===== src/drive_comm_defines.vh =====
// register map, function codes, exception codes and limits of the drive's
// communication register bank; included by every design file of the bank
`ifndef DRIVE_COMM_DEFINES_VH
`define DRIVE_COMM_DEFINES_VH

// function codes taken from the frame layer
`define FUNC_READ 8'h03
`define FUNC_WRITE 8'h06
`define FUNC_EXC_FLAG 8'h80

// exception causes
`define EXC_BAD_COMMAND 8'h01
`define EXC_BAD_ADDRESS 8'h02
`define EXC_OP_FAILURE 8'h04
`define EXC_READ_ONLY 8'h07

// register addresses
`define ADDR_AO_SET_A 16'h200D
`define ADDR_AO_SET_B 16'h200E
`define ADDR_RUN_STATE 16'h2100
`define ADDR_DRIVE_FLAGS 16'h2101
`define ADDR_FAULT_TYPE 16'h2102
`define ADDR_IDENT 16'h2103
`define ADDR_ACT_FREQ 16'h3000
`define ADDR_TGT_FREQ 16'h3001
`define ADDR_DC_LINK 16'h3002
`define ADDR_MOTOR_VOLT 16'h3003
`define ADDR_MOTOR_CURR 16'h3004
`define ADDR_SPEED 16'h3005
`define ADDR_POWER 16'h3006
`define ADDR_TORQUE 16'h3007
`define ADDR_LOOP_REF 16'h3008
`define ADDR_LOOP_MEAS 16'h3009
`define ADDR_DIN 16'h300A
`define ADDR_DOUT 16'h300B
`define ADDR_AIN_A 16'h300C
`define ADDR_AIN_B 16'h300D
`define ADDR_AIN_C 16'h300E
`define ADDR_AIN_D 16'h300F
`define ADDR_PULSE_A 16'h3010
`define ADDR_PULSE_B 16'h3011
`define ADDR_STEP 16'h3012
`define ADDR_LENGTH 16'h3013
`define ADDR_EVENTS 16'h3014
`define ADDR_TORQUE_REF 16'h3015
`define ADDR_LEGACY_IDENT 16'h3016
`define ADDR_LEGACY_FAULT 16'h5000

// value limits in fieldbus units (scale 10 for one decimal)
`define AO_FULL_SCALE 16'h03E8
`define DC_LINK_MAX 16'h4E20
`define POWER_LIMIT 16'h0BB8
`define AO_RESET 16'h0000

// run state codes
`define RUN_FWD 16'h0001
`define RUN_REV 16'h0002
`define RUN_STOPPED 16'h0003
`define RUN_FAULTED 16'h0004
`define RUN_POWER_OFF 16'h0005
`define RUN_PREEXCITED 16'h0006

// status word 2 field positions
`define FLAG_READY_BIT 0
`define FLAG_MOTOR_LSB 1
`define FLAG_SYNC_BIT 3
`define FLAG_OVERLOAD_BIT 4
`define FLAG_SOURCE_LSB 5

// source parameter encodings
`define SRC_KEYPAD 2'h0
`define SRC_TERMINAL 2'h1
`define SRC_COMM 2'h2
`define COMM_CHANNEL_MODBUS 2'h0
`define PID_SRC_MODBUS 4'h5

`endif


===== src/drive_status_words.v =====
// packs the drive's live state into the two status words
// assumes all state inputs are synchronous levels from the drive core
`timescale 1ns/1ps
`include "drive_comm_defines.vh"

module drive_status_words (
  // drive state
  input wire running,
  input wire reverse,
  input wire faulted,
  input wire undervoltage_off_state,
  input wire pre_excited,
  input wire ready_to_run,
  input wire [1:0] active_motor,
  input wire motor_is_sync,
  input wire overload_alarm,
  input wire [1:0] run_command_source_param,
  // packed words
  output reg [15:0] run_state_word,
  output reg [15:0] drive_flags_word
);

  // loss of supply outranks a fault, which outranks the normal states
  always @* begin
    if (undervoltage_off_state) begin
      run_state_word = `RUN_POWER_OFF;
    end else if (faulted) begin
      run_state_word = `RUN_FAULTED;
    end else if (pre_excited) begin
      run_state_word = `RUN_PREEXCITED;
    end else if (running) begin
      run_state_word = reverse ? `RUN_REV : `RUN_FWD;
    end else begin
      run_state_word = `RUN_STOPPED;
    end
  end

  always @* begin
    drive_flags_word = 16'h0000;
    drive_flags_word[`FLAG_READY_BIT] = ready_to_run;
    drive_flags_word[`FLAG_MOTOR_LSB +: 2] = active_motor;
    drive_flags_word[`FLAG_SYNC_BIT] = motor_is_sync;
    drive_flags_word[`FLAG_OVERLOAD_BIT] = overload_alarm;
    drive_flags_word[`FLAG_SOURCE_LSB +: 2] = run_command_source_param;
  end

endmodule // drive_status_words


===== src/drive_comm_register_map.v =====
// communication register bank of the drive: decodes one read or write
// request per pulse from the frame layer and answers one cycle later
// assumes the frame layer has checked framing and delivers one request at a time
`timescale 1ns/1ps
`include "drive_comm_defines.vh"

module drive_comm_register_map #(
  // arbitrary identity values, not those of any real product
  parameter [7:0] FAMILY_CODE = 8'h5A,
  parameter [7:0] MODEL_CODE = 8'h3C
) (
  // clock and reset
  input wire core_clk,
  input wire rstn,
  // request from the frame layer
  input wire req_valid,
  input wire [7:0] req_func,
  input wire [15:0] req_addr,
  input wire [15:0] req_wdata,
  // answer to the frame layer
  output reg rsp_valid,
  output reg [7:0] rsp_func,
  output reg rsp_exception,
  output reg [7:0] rsp_exc_code,
  output reg [15:0] rsp_data,
  // drive state
  input wire running,
  input wire reverse,
  input wire faulted,
  input wire undervoltage_off_state,
  input wire pre_excited,
  input wire ready_to_run,
  input wire [1:0] active_motor,
  input wire motor_is_sync,
  input wire overload_alarm,
  input wire [15:0] fault_type,
  // source parameters
  input wire [1:0] run_command_source_param,
  input wire [1:0] comm_run_channel_param,
  input wire [3:0] pid_reference_source_param,
  // measurements, already in fieldbus units
  input wire [15:0] actual_frequency,
  input wire [15:0] target_frequency,
  input wire [15:0] dc_link_voltage,
  input wire [15:0] motor_voltage,
  input wire [15:0] motor_current,
  input wire [15:0] shaft_speed,
  input wire [15:0] delivered_power,
  input wire [15:0] delivered_torque,
  input wire [15:0] loop_reference,
  input wire [15:0] loop_measured,
  input wire [15:0] digital_inputs_state,
  input wire [15:0] digital_outputs_state,
  input wire [15:0] analog_in_a,
  input wire [15:0] analog_in_b,
  input wire [15:0] analog_in_c,
  input wire [15:0] analog_in_d,
  input wire [15:0] pulse_in_freq_a,
  input wire [15:0] pulse_in_freq_b,
  input wire [15:0] speed_step_index,
  input wire [15:0] length_counter,
  input wire [15:0] event_counter,
  input wire [15:0] torque_reference,
  // outputs to the drive core
  output reg [15:0] analog_out_setpoint_a,
  output reg [15:0] analog_out_setpoint_b,
  output wire comm_run_enable,
  output wire comm_pid_enable
);

  wire [15:0] run_state_word;
  wire [15:0] drive_flags_word;
  wire [15:0] product_ident;
  wire [15:0] dc_link_capped;
  wire [15:0] power_capped;
  reg [15:0] next_rdata;
  reg next_mapped;
  reg next_writable;
  reg [7:0] next_exc_code;
  reg next_exc;
  reg next_write_a;
  reg next_write_b;

  // true when a signed word lies within -limit..+limit
  function in_signed_range;
    input [15:0] value;
    input [15:0] limit;
    begin
      if (value[15]) begin
        in_signed_range = ((~value + 16'h0001) <= limit);
      end else begin
        in_signed_range = (value <= limit);
      end
    end
  endfunction

  // clamps a signed word to -limit..+limit so a runaway sensor never
  // reads back outside the documented span
  function [15:0] clamp_signed;
    input [15:0] value;
    input [15:0] limit;
    begin
      if (in_signed_range(value, limit)) begin
        clamp_signed = value;
      end else if (value[15]) begin
        clamp_signed = ~limit + 16'h0001;
      end else begin
        clamp_signed = limit;
      end
    end
  endfunction

  drive_status_words status_words (
    .running(running),
    .reverse(reverse),
    .faulted(faulted),
    .undervoltage_off_state(undervoltage_off_state),
    .pre_excited(pre_excited),
    .ready_to_run(ready_to_run),
    .active_motor(active_motor),
    .motor_is_sync(motor_is_sync),
    .overload_alarm(overload_alarm),
    .run_command_source_param(run_command_source_param),
    .run_state_word(run_state_word),
    .drive_flags_word(drive_flags_word)
  );

  assign product_ident = {FAMILY_CODE, MODEL_CODE};

  // values arrive pre-scaled: 0.1 V and 0.1 percent steps
  assign dc_link_capped = (dc_link_voltage > `DC_LINK_MAX) ?
    `DC_LINK_MAX : dc_link_voltage;
  assign power_capped = clamp_signed(delivered_power, `POWER_LIMIT);

  // commands from the link only steer the drive once the source selects it
  assign comm_run_enable = (run_command_source_param == `SRC_COMM) &&
    (comm_run_channel_param == `COMM_CHANNEL_MODBUS);
  assign comm_pid_enable = (pid_reference_source_param == `PID_SRC_MODBUS);

  // address decode and read data
  always @* begin
    next_mapped = 1'b1;
    next_writable = 1'b0;
    next_rdata = 16'h0000;
    case (req_addr)
      `ADDR_AO_SET_A: begin
        next_writable = 1'b1;
        next_rdata = analog_out_setpoint_a;
      end
      `ADDR_AO_SET_B: begin
        next_writable = 1'b1;
        next_rdata = analog_out_setpoint_b;
      end
      `ADDR_RUN_STATE: next_rdata = run_state_word;
      `ADDR_DRIVE_FLAGS: next_rdata = drive_flags_word;
      `ADDR_FAULT_TYPE: next_rdata = fault_type;
      `ADDR_IDENT: next_rdata = product_ident;
      `ADDR_ACT_FREQ: next_rdata = actual_frequency;
      `ADDR_TGT_FREQ: next_rdata = target_frequency;
      `ADDR_DC_LINK: next_rdata = dc_link_capped;
      `ADDR_MOTOR_VOLT: next_rdata = motor_voltage;
      `ADDR_MOTOR_CURR: next_rdata = motor_current;
      `ADDR_SPEED: next_rdata = shaft_speed;
      `ADDR_POWER: next_rdata = power_capped;
      `ADDR_TORQUE: next_rdata = delivered_torque;
      `ADDR_LOOP_REF: next_rdata = loop_reference;
      `ADDR_LOOP_MEAS: next_rdata = loop_measured;
      `ADDR_DIN: next_rdata = digital_inputs_state;
      `ADDR_DOUT: next_rdata = digital_outputs_state;
      `ADDR_AIN_A: next_rdata = analog_in_a;
      `ADDR_AIN_B: next_rdata = analog_in_b;
      `ADDR_AIN_C: next_rdata = analog_in_c;
      `ADDR_AIN_D: next_rdata = analog_in_d;
      `ADDR_PULSE_A: next_rdata = pulse_in_freq_a;
      `ADDR_PULSE_B: next_rdata = pulse_in_freq_b;
      `ADDR_STEP: next_rdata = speed_step_index;
      `ADDR_LENGTH: next_rdata = length_counter;
      `ADDR_EVENTS: next_rdata = event_counter;
      `ADDR_TORQUE_REF: next_rdata = torque_reference;
      `ADDR_LEGACY_IDENT: next_rdata = product_ident;
      `ADDR_LEGACY_FAULT: next_rdata = fault_type;
      default: next_mapped = 1'b0;
    endcase
  end

  // request checking; the first failing check names the cause
  always @* begin
    next_exc = 1'b0;
    next_exc_code = 8'h00;
    next_write_a = 1'b0;
    next_write_b = 1'b0;
    if (req_func != `FUNC_READ && req_func != `FUNC_WRITE) begin
      next_exc = 1'b1;
      next_exc_code = `EXC_BAD_COMMAND;
    end else if (!next_mapped) begin
      next_exc = 1'b1;
      next_exc_code = `EXC_BAD_ADDRESS;
    end else if (req_func == `FUNC_WRITE) begin
      if (!next_writable) begin
        next_exc = 1'b1;
        next_exc_code = `EXC_READ_ONLY;
      end else if (!in_signed_range(req_wdata, `AO_FULL_SCALE)) begin
        // out of span is refused rather than clipped, so the master learns
        next_exc = 1'b1;
        next_exc_code = `EXC_OP_FAILURE;
      end else begin
        next_write_a = (req_addr == `ADDR_AO_SET_A);
        next_write_b = (req_addr == `ADDR_AO_SET_B);
      end
    end
  end

  // setpoint storage
  always @(posedge core_clk or negedge rstn) begin
    if (!rstn) begin
      analog_out_setpoint_a <= `AO_RESET;
      analog_out_setpoint_b <= `AO_RESET;
    end else if (req_valid) begin
      if (next_write_a) begin
        analog_out_setpoint_a <= req_wdata;
      end
      if (next_write_b) begin
        analog_out_setpoint_b <= req_wdata;
      end
    end
  end

  // answer, one cycle after the request
  always @(posedge core_clk or negedge rstn) begin
    if (!rstn) begin
      rsp_valid <= 1'b0;
      rsp_func <= 8'h00;
      rsp_exception <= 1'b0;
      rsp_exc_code <= 8'h00;
      rsp_data <= 16'h0000;
    end else begin
      rsp_valid <= req_valid;
      if (req_valid) begin
        rsp_exception <= next_exc;
        rsp_exc_code <= next_exc_code;
        rsp_func <= next_exc ? (req_func | `FUNC_EXC_FLAG) : req_func;
        if (next_exc) begin
          rsp_data <= 16'h0000;
        end else if (req_func == `FUNC_WRITE) begin
          rsp_data <= req_wdata;
        end else begin
          rsp_data <= next_rdata;
        end
      end
    end
  end

endmodule // drive_comm_register_map


===== config.mk =====
export PLATFORM = sky130hd
export DESIGN_NAME = drive_comm_register_map
export DESIGN_NICKNAME = d
export VERILOG_FILES = /design/src/drive_status_words.v /design/src/drive_comm_register_map.v
export VERILOG_INCLUDE_DIRS = /design/src /design/src/src
export SDC_FILE = /design/constraint.sdc
export NUM_CORES = 1
export LEC_CHECK = 0
export BUFFER_PORTS_ARGS = -buffer_cell sky130_fd_sc_hd__buf_4
export CAP_MARGIN = 20
export CORE_AREA = 2 2 193 195
export DETAILED_ROUTE_END_ITERATION = 10
export DIE_AREA = 0 0 195 197
export GPL_TIMING_DRIVEN = 0
export MAX_ROUTING_LAYER = met4
export PLACE_DENSITY = 0.41
export SLEW_MARGIN = 20
export SYNTH_ARGS = -nofsm -noshare
export SYNTH_HDL_FRONTEND = slang
export SYNTH_SLANG_ARGS = --single-unit

===== constraint.sdc =====
create_clock -name core_clk -period 2.33 [get_ports core_clk]
set_clock_uncertainty 0.2 [all_clocks]
set_input_delay 0.1165 -clock core_clk [delete_from_list [all_inputs] [get_ports core_clk]]
set_output_delay 0.1165 -clock core_clk [all_outputs]
set_load 0.05 [all_outputs]

## Word level (Yosys, flattened, before mapping)

Index checks and enable logic that the tools add are counted.

- Div/mod/pow operators: 0
- Bitwise operators: 2
- $lt $le $gt $ge: 5
- Multiplexer cells: 40
- Shifts and indexed selects: 0
- Multiply operators: 0
- Equality and inequality tests: 35
- Reductions and logical operators: 9
- Add/subtract/negate cells: 2

Operators with widths:

| operator | count |
|---|---|
| $eq A16 B14 Y1 const B | 29 |
| $pmux W16 S28 | 1 |
| $mux W16 | 9 |
| $add A16 B1 Y16 const B | 2 |
| $le A16 B10 Y1 const B | 2 |
| $le A16 B12 Y1 const B | 2 |
| $not A16 Y16 | 2 |
| $reduce_or A30 Y1 | 1 |
| $mux W1 | 23 |
| $eq A16 B15 Y1 const B | 1 |
| $gt A16 B15 Y1 const B | 1 |
| $mux W3 | 5 |
| $eq A8 B3 Y1 const B | 1 |
| $mux W8 | 1 |
| $ne A8 B2 Y1 const B | 1 |
| $ne A8 B3 Y1 const B | 1 |
| $reduce_or A2 Y1 | 3 |
| $eq A4 B3 Y1 const B | 1 |
| $reduce_and A2 Y1 | 2 |
| $eq A2 B2 Y1 const B | 1 |
| $logic_and A1 B1 Y1 | 2 |
| $logic_not A2 Y1 | 1 |
| $mux W2 | 1 |

- Logic and storage cells: 100
- Latch bits: 0
- Input bits: 429
- ROM bits: 0
- Bits in writable memories: 0
- Register bits after elaboration: 66
- Memories kept: 0

## Longest topological paths before layout

Gate-level depths: netlist of run 1.

- Depth in word-level cells: 14
- Mapped depth: 11

## Hierarchy

A second synthesis of run 1 with hierarchy kept.

- Cell total of the unflattened synthesis: 784
- Area total of the unflattened synthesis: 6658.9 sq um

Modules (own cells, without submodules):

| module | cells each | area each (sq um) | seq. area each (sq um) | times used |
|---|---|---|---|---|
| drive_comm_register_map | 749 | 6406.1 | 1526.5 | 1 |
| drive_status_words | 35 | 252.7 | 0.0 | 1 |

## Worst setup path before layout of run 1

Ideal clock, no wire load.

- Kind: input to register
- Start point: input req_addr[0]
- End point: register analog_out_setpoint_a[0]
- Setup time: 125 ps
- Buffers on the path: 3
- Required time: 2005 ps
- Data arrival time: 2335 ps
- Cell stages on the path: 9
- Path slack: -331 ps
- Path through: clkbuf_2 -> or4b_2 -> clkbuf_1 -> nor2_1 -> o221ai_1 -> a31oi_4 -> nand4_4 -> buf_6 -> mux2_4

- Cells in the longest elaborated chain, start to end: 8

RTL lines:

| what | line | source |
|---|---|---|
| start: declaration | drive_comm_register_map.v:18 | `input wire [15:0] req_addr,` |
| $eq A16 B14 Y1 | drive_comm_register_map.v:145 | `case (req_addr)` |
| $reduce_or A2 Y1 (no line) | - |  |
| $mux W1 | drive_comm_register_map.v:145 |  |
| $mux W1 | drive_comm_register_map.v:199 | `if (!next_writable) begin` |
| $mux W1 | drive_comm_register_map.v:198 | `` end else if (req_func == `FUNC_WRITE) begin `` |
| $mux W1 * | drive_comm_register_map.v:195 | `end else if (!next_mapped) begin` |
| $mux W1 * | drive_comm_register_map.v:192 | `` if (req_func != `FUNC_READ && req_func != `FUNC_WRITE) begin `` |
| $reduce_and A2 Y1 (no line) * | - |  |
| end signal: assignment | drive_comm_register_map.v:216 | `` analog_out_setpoint_a <= `AO_RESET; `` |
| end signal: assignment | drive_comm_register_map.v:220 | `analog_out_setpoint_a <= req_wdata;` |
| end: declaration | drive_comm_register_map.v:65 | `output reg [15:0] analog_out_setpoint_a,` |

Every way passes the cells marked *; elsewhere a longest branch is shown, timed or not.
A chain may end at the register's enable or synchronous reset.

## Worst setup path in the final report of run 1

- Start point: input req_addr[10]
- End point: register analog_out_setpoint_a[3]

The elaborated chain is that of the path after synthesis.

==> impl_metrics.csv, run 1 <==
group,metric,value,unit
placed_design,placed_area,0.0109,mm^2
layout,fin_nets,1812,
layout,layout_commonest_cell,"buf_4",
pwr,p_switching,0.00102,W
routing,ant_nets,0,
pwr,clockPowerShare,39.2,%
setup_path,cp_slowest_cell,"or4_4",
routing,wire_per_inst,32.5,um
floorplanning,core.rowCount,70,
cts,cts-htree-levels,3,
setup_path,cp.required,2.35,ns
pwr,seq_power_share,28.5,%
hold_path,hp-class,"input pin to register",
timing,hold_violations,0,
flow_run,drv_cap,0,
timing,setup_ws,-0.180,ns
floorplanning,num_io_pins,497,
placed_design,dpl.hpwl,48.6,mm
setup_path,critPathKind,"input pin to register",
grt,grt_overflow_total,0,
routing,drt_first_pass_iters,6,
synth,synth-seq-area-share,23.7,%
cts,cts_buffers,9,
setup_path,cp_max_fo,5,
cts,cts-root-buf,"clkbuf_16",
grt,grt_pass1_vias,10400,
pwr,power.density,270,mW/mm^2
layout,layout_common_cells,"buf_4, a22oi_1, dfrtp_1",
floorplanning,core,0.0363,mm^2
setup_path,arrival,2.53,ns
cts,cts_tree,"done",
cts,clock_latency,0.33,ns
layout,stdcell_area,0.0140,mm^2
setup_path,path_cells,"buf_8 > or4_4 > buf_6 > nor4_4 > nand3b_1 > a2111oi_4 > a31oi_4 > buf_6 > nand4_4 > clkbuf_16 > mux2_4",
layout,drive_above_1_share,60.9,%
setup_path,critPathBufInv,4,
synth,synth-main-ff-cell,"dfrtp_1",
setup_path,cp-start-kind,"input pin",
timing,setup_violations,47,
cts,ctsLongestPathBuffers,2,
timing,rsz0062_at_grt,"true",
setup_path,path_common_cell,"buf_6",
setup_path,max_stage_delay,0.56,ns
timing,slew_viol_final,0,
floorplanning,dieArea,0.0384,mm^2
layout,fin_cells,1862,
placed_design,port_buffers,489,
routing,drc,0,
placed_design,post-place-cells,1693,
synth,synth.largest_area_cell,"dfrtp_1",
timing,fmax,0.398,GHz
grt,grt_pass1_wl,81.8,mm
pwr,p_leak,6.54,nW
pwr,switching_share,27.0,%
floorplanning,dieWidth,195,um
synth,ys_types,83,
pwr,ir_drop,0.000376,V
synth,postSynthAreaPerCell,8.87,um^2
floorplanning,dieHeight,197,um
layout,utilization,38.6,%
run_status,violations,"negative setup slack",
synth,async_flop_share,100,%
floorplanning,initial_core_util,17.8,%
synth,yosys_warnings,0,
grt,grt_use_total,31.2,%
synth,synth.area.top_cells,"dfrtp_1, a22oi_1, mux2_2",
timing,worstMarginPinSlew,0.963,ns
synth,yosysTopAreaCellShare,23.7,%
routing,vias,10200,
timing,post-route-period-util,108,%
synth,synth_edf_count,0,
routing,drt_iter0_drc,943,
synth,syn-cell-area,0.00644,mm^2
run_status,status,"finished, violations left",
setup_path,end_kind,"register",
synth,synthCells,726,
grt,grt_start_max_net_pins,62,
cts,cts.sinks,61,
setup_path,worst_path_dominant_cell_family,"simple AND/OR/NAND/NOR gates",
grt,antenna_found_initial,5,
placed_design,gp_congestion,0.893,
cts,clk_transition_reported_paths,0.06,ns
routing,routed_wl,60.5,mm
pwr,power.share.combinational,32.3,%
routing,viasPerCell,5.49,
timing,relSlewSlack,35.2,%
timing,min_period,2.51,ns
layout,syn2layout_area_growth,117,%
synth,synth-seq-cells,61,
pwr,p_int,0.00276,W
## kinds of logic (layout without fill, tap and decap cells)
group | after synthesis | in the layout | synth area share, %
buf+inv | 64 | 722 | 4.99
compound gates | 261 | 261 | 32.4
fa+ha+maj | 1 | 1 | 0.155
flops | 61 | 61 | 23.7
other cells | 1 | 11 | 0.0582
xor+xnor | 2 | 2 | 0.272
simple gates | 292 | 292 | 30.2
mux | 44 | 44 | 8.20
## worst min-delay path, stage by stage
cell	delay, ns
buf_4	0.08
nand2_1	0.04
nand4_1	0.08
nor3_1	0.06
a31oi_1	0.13
## power groups by stage
stage | Combinational [W] | Clock [W] | Sequential [W]
4_1_cts | 0.00120 | 0.00152 | 0.00108
3_3_place_gp | 0.000987 | 0 | 0.00110
3_5_place_dp | 0.000999 | 0 | 0.00110
2_1_floorplan | 0.000184 | 0 | 0.00115
6_report | 0.00122 | 0.00148 | 0.00108
5_1_grt | 0.00128 | 0.00155 | 0.00108
## routing by layer
metal / wire length [um] / part of all wire [%] / vias to the layer above / GRT usage, %
met1: 26300 / 43 / 5153 / 40.4
met2: 28600 / 47 / 576 / 51.8
met3: 4320 / 7.1 / 79 / 5.22
met4: 1300 / 2.1 / 0 / 5.71
met5: 0 / 0 / - / -
li1: - / - / 4410 / -
## through the flow
step           hold WS, ns  power (W)  setup WS, ns  setup TNS, ns
5_1_grt             0.0505    0.00391        -0.220          -7.70
3_3_place_gp        0.0822    0.00208         -2.62         -68.56
3_5_place_dp        0.0868    0.00210         -1.57         -61.11
2_1_floorplan       -0.379    0.00133        -0.294          -8.36
4_1_cts            0.00792    0.00379        -0.181          -5.54
6_report            0.0223    0.00379        -0.180          -6.09
## sequential cells by signal (all words and copies together), names as in the netlist
register,cells
analog_out_setpoint_a,16
analog_out_setpoint_b,16
rsp_data,16
rsp_exc_code,3
rsp_exception,1
rsp_func,8
rsp_valid,1
## synth_stat cells, types with 6 or more instances
cell type   n
nor4b_1    12
mux2_4     10
clkbuf_1   25
a32oi_1    18
nand3_1    33
a22o_1     29
nor2b_1     8
buf_2      19
a2111oi_0   6
a21oi_1    23
o21ai_0    13
a221oi_1   21
nand2b_1   11
a22oi_1    78
nor4bb_1    6
dfrtp_1    61
and3_1     12
nor4_2     13
and4_1     15
mux2_2     28
nor3_1     16
nor2_1     26
nor4_1     13
nand4_1    27
o211ai_1    6
a222oi_1   23
nand2_1    52
a32o_1      6
## timing repair
| item | CTS | global route |
|---|---|---|
| buffers inserted | 100 | 15 |
| endpoints found under the setup margin | 53 | 48 |
| hold buffers | 31 | 0 |
| hold endpoints to repair | 108 | 0 |
| pin swaps | 68 | 30 |
| resized for setup | 260 | 35 |
| cloned | 6 | 0 |
## layout make-up
type / count / area (um^2)
buffer: 54 / 736
multi-input combinational: 605 / 5510
clock inverter: 4 / 70.1
antenna: 6 / 15.0
sequential: 61 / 1530
fill: 3773 / 22300
clock buffer: 12 / 256
tap: 468 / 586
timing repair buffer: 647 / 5280
inverter: 5 / 18.8
## path summary, 6_finish.rpt
path	end	slack [ns]	cells past startpoint	startpoint
worst max-delay path	analog_out_setpoint_a[3]	-0.18	11	req_addr[10]
worst min-delay path	rsp_data[5]	0.02	5	motor_voltage[5]
worst max register to register	rsp_data[10]	0.31	5	analog_out_setpoint_a[10]
worst min register to register	rsp_exc_code[2]	0.30	2	rsp_exc_code[2]
max in group asynchronous	analog_out_setpoint_b[15]	1.13	2	rstn
min in group asynchronous	rsp_valid	0.25	2	rstn
(Power assumes the default switching activity.)
==> run 2, diff against run 1 <==
--- a/config.mk
+++ b/config.mk
@@ -13,7 +13,7 @@
 export DIE_AREA = 0 0 195 197
 export GPL_TIMING_DRIVEN = 0
 export MAX_ROUTING_LAYER = met4
-export PLACE_DENSITY = 0.41
+export PLACE_DENSITY = 0.54
 export SLEW_MARGIN = 20
 export SYNTH_ARGS = -nofsm -noshare
 export SYNTH_HDL_FRONTEND = slang
==> run 2 against run 1 <==
Compared with the run above: the run still ends with negative setup slack left; critical path depth unchanged; via count up 3.3%; sequential power about the same; cell area is 1.6% higher; largest cell class unchanged; sequential share of layout area is 0.17 points lower; register-to-register slack lost 0.07 ns; count of clock-buffer cells in the layout unchanged; critical path type unchanged; worst hold slack improved by 0.012 ns; maximum frequency shrank 2.3%; die area unchanged; sequential cell count unchanged; first-iteration DRC count rose by 12%.
==> impl_metrics.csv, run 2 (synthesis gave the netlist of run 1 again) <==
group,metric,value,unit
setup_path,critPathKind,"input pin to register",
cts,cts.sinks,61,
cts,clk_transition_reported_paths,0.05,ns
placed_design,dpl.hpwl,49.1,mm
setup_path,r2r_slack,0.24,ns
setup_path,path_cells,"buf_8 > or4_4 > buf_12 > buf_4 > o41ai_4 > a2111oi_4 > a31oi_4 > buf_6 > nand3_4 > buf_12 > mux2_4",
placed_design,place_ws,-1.78,ns
setup_path,end_kind,"register",
hold_path,hp-class,"input pin to register",
setup_path,worst_path_dominant_cell_family,"compound AO/OA/AOI/OAI gates",
timing,slew_viol_final,0,
grt,antenna_found_initial,5,
grt,grt_pass1_wl,81.9,mm
layout,largest_registers,"analog_out_setpoint_a: 16 flops, analog_out_setpoint_b: 16 flops, rsp_data: 16 flops",
floorplanning,dieHeight,197,um
routing,wire_per_inst,32.7,um
grt,grt_start_max_net_pins,62,
pwr,power.density,247,mW/mm^2
setup_path,max_stage_delay,0.54,ns
timing,min_period,2.57,ns
floorplanning,dieWidth,195,um
setup_path,cp_slowest_cell,"or4_4",
placed_design,placed_area,0.0109,mm^2
timing,setup_ws,-0.239,ns
floorplanning,num_io_pins,497,
routing,wl_met1,25.9,mm
layout,stdcell_area,0.0142,mm^2
routing,drc,0,
routing,highest_layer,"met4",
setup_path,critPathBufInv,5,
layout,layout_common_cells,"buf_4, a22oi_1, dfrtp_1",
cts,cts_tree,"done",
timing,fmax,0.389,GHz
floorplanning,core.rowCount,70,
cts,clock_latency,0.33,ns
timing,setup_violations,48,
timing,post-route-period-util,110,%
grt,grt_overflow_total,0,
flow_run,drv_cap,0,
layout,regArea,0.00153,mm^2
floorplanning,core,0.0363,mm^2
setup_path,arrival,2.58,ns
layout,multiInputGateArea,0.00558,mm^2
cts,cts-root-buf,"clkbuf_16",
placed_design,gp_congestion,1.01,
run_status,violations,"negative setup slack",
pwr,ir_drop,0.000323,V
layout,layout_commonest_cell,"buf_4",
timing,hold_violations,0,
setup_path,path_depth,11,
layout,fillers,3705,
routing,routed_wl,61.6,mm
layout,drive_above_1_share,61.9,%
floorplanning,dieArea,0.0384,mm^2
setup_path,path_common_cell,"buf_12",
setup_path,reg2regPathDepth,5,
setup_path,cp.required,2.34,ns
timing,rsz0062_at_grt,"true",
setup_path,cp_max_fo,7,
routing,viasPerCell,5.60,
grt,grt_pass1_vias,10300,
placed_design,port_buffers,489,
cts,cts_buffers,9,
routing,drt_iter0_drc,1053,
routing,drt_first_pass_iters,9,
routing,wl_met3,5.02,mm
cts,cts-htree-levels,3,
run_status,status,"finished, violations left",
timing,relSlewSlack,43.3,%
grt,grt_use_total,31.3,%
routing,ant_nets,0,
routing,vias,10600,
floorplanning,initial_core_util,17.8,%
routing,wl_met2,28.8,mm
timing,worstMarginPinSlew,0.850,ns
hold_path,holdPathStages,3,
setup_path,cp-start-kind,"input pin",
pwr,p_leak,6.71,nW
layout,syn2layout_area_growth,121,%
cts,ctsLongestPathBuffers,2,
layout,fin_nets,1839,
[run 2: stage by stage]
stage / util (%) / TNS [ns] / cells / hold WS, ns / total power, W
2_1_floorplan: - / -8.36 / 730 / -0.379 / 0.00133
3_3_place_gp: 29.8 / -72.17 / 1687 / 0.0710 / 0.00208
3_5_place_dp: 30.2 / -61.90 / 1694 / 0.0732 / 0.00210
4_1_cts: 37.3 / -5.69 / 1845 / 0.00828 / 0.00347
5_1_grt: 39.2 / -9.45 / 1884 / 0.0334 / 0.00363
6_report: 39.2 / -7.84 / 1885 / 0.0344 / 0.00351
[run 2: timing repair]
action | in CTS | in global routing
endpoints found under the hold margin | 109 | 0
pin swaps | 80 | 59
buffers inserted | 100 | 37
resized for setup | 237 | 91
setup endpoints to repair | 53 | 49
gates cloned | 6 | 3
hold buffers | 33 | 0
[run 2: metal layers]
| metal | GRT usage, % | vias up |
|---|---|---|
| met4 | 7.92 | 0 |
| met5 | - | - |
| met3 | 4.88 | 84 |
| met1 | 40.6 | 5323 |
| met2 | 50.9 | 670 |
| li1 | - | 4480 |
[run 2: report_power, final]
part / leakage (nW) / switching, W / internal, W
Sequential: 0.819 / 0.00000652 / 0.00107
Combinational: 5.75 / 0.000526 / 0.000684
Clock: 0.134 / 0.000459 / 0.000761
Total: 6.71 / 0.000992 / 0.00252
[run 2: cell type report]
cell class                 count  share of cell area [%]
antenna                        4                  0.0704
buffer                        57                    5.59
clock buffer                  12                    1.80
clock inverter                 2                  0.0704
inverter                       5                   0.132
multi-input combinational    605                    39.2
sequential                    61                    10.7
tap                          468                    4.12
timing repair buffer         671                    38.3
[run 2: worst min-delay path, cell delays in order]
cell and delay [ns]:
buf_4 0.08, a22oi_1 0.10, a32oi_1 0.21
[run 2: path summary, 6_finish.rpt]
path                                           from                  endpoint
min                                 analog_in_d[10]              rsp_data[10]
max reg2reg                analog_out_setpoint_a[6]               rsp_data[6]
min in group asynchronous                      rstn                 rsp_valid
max in group asynchronous                      rstn               rsp_data[2]
max                                     req_addr[5]  analog_out_setpoint_b[6]
min reg2reg                         rsp_exc_code[2]           rsp_exc_code[2]
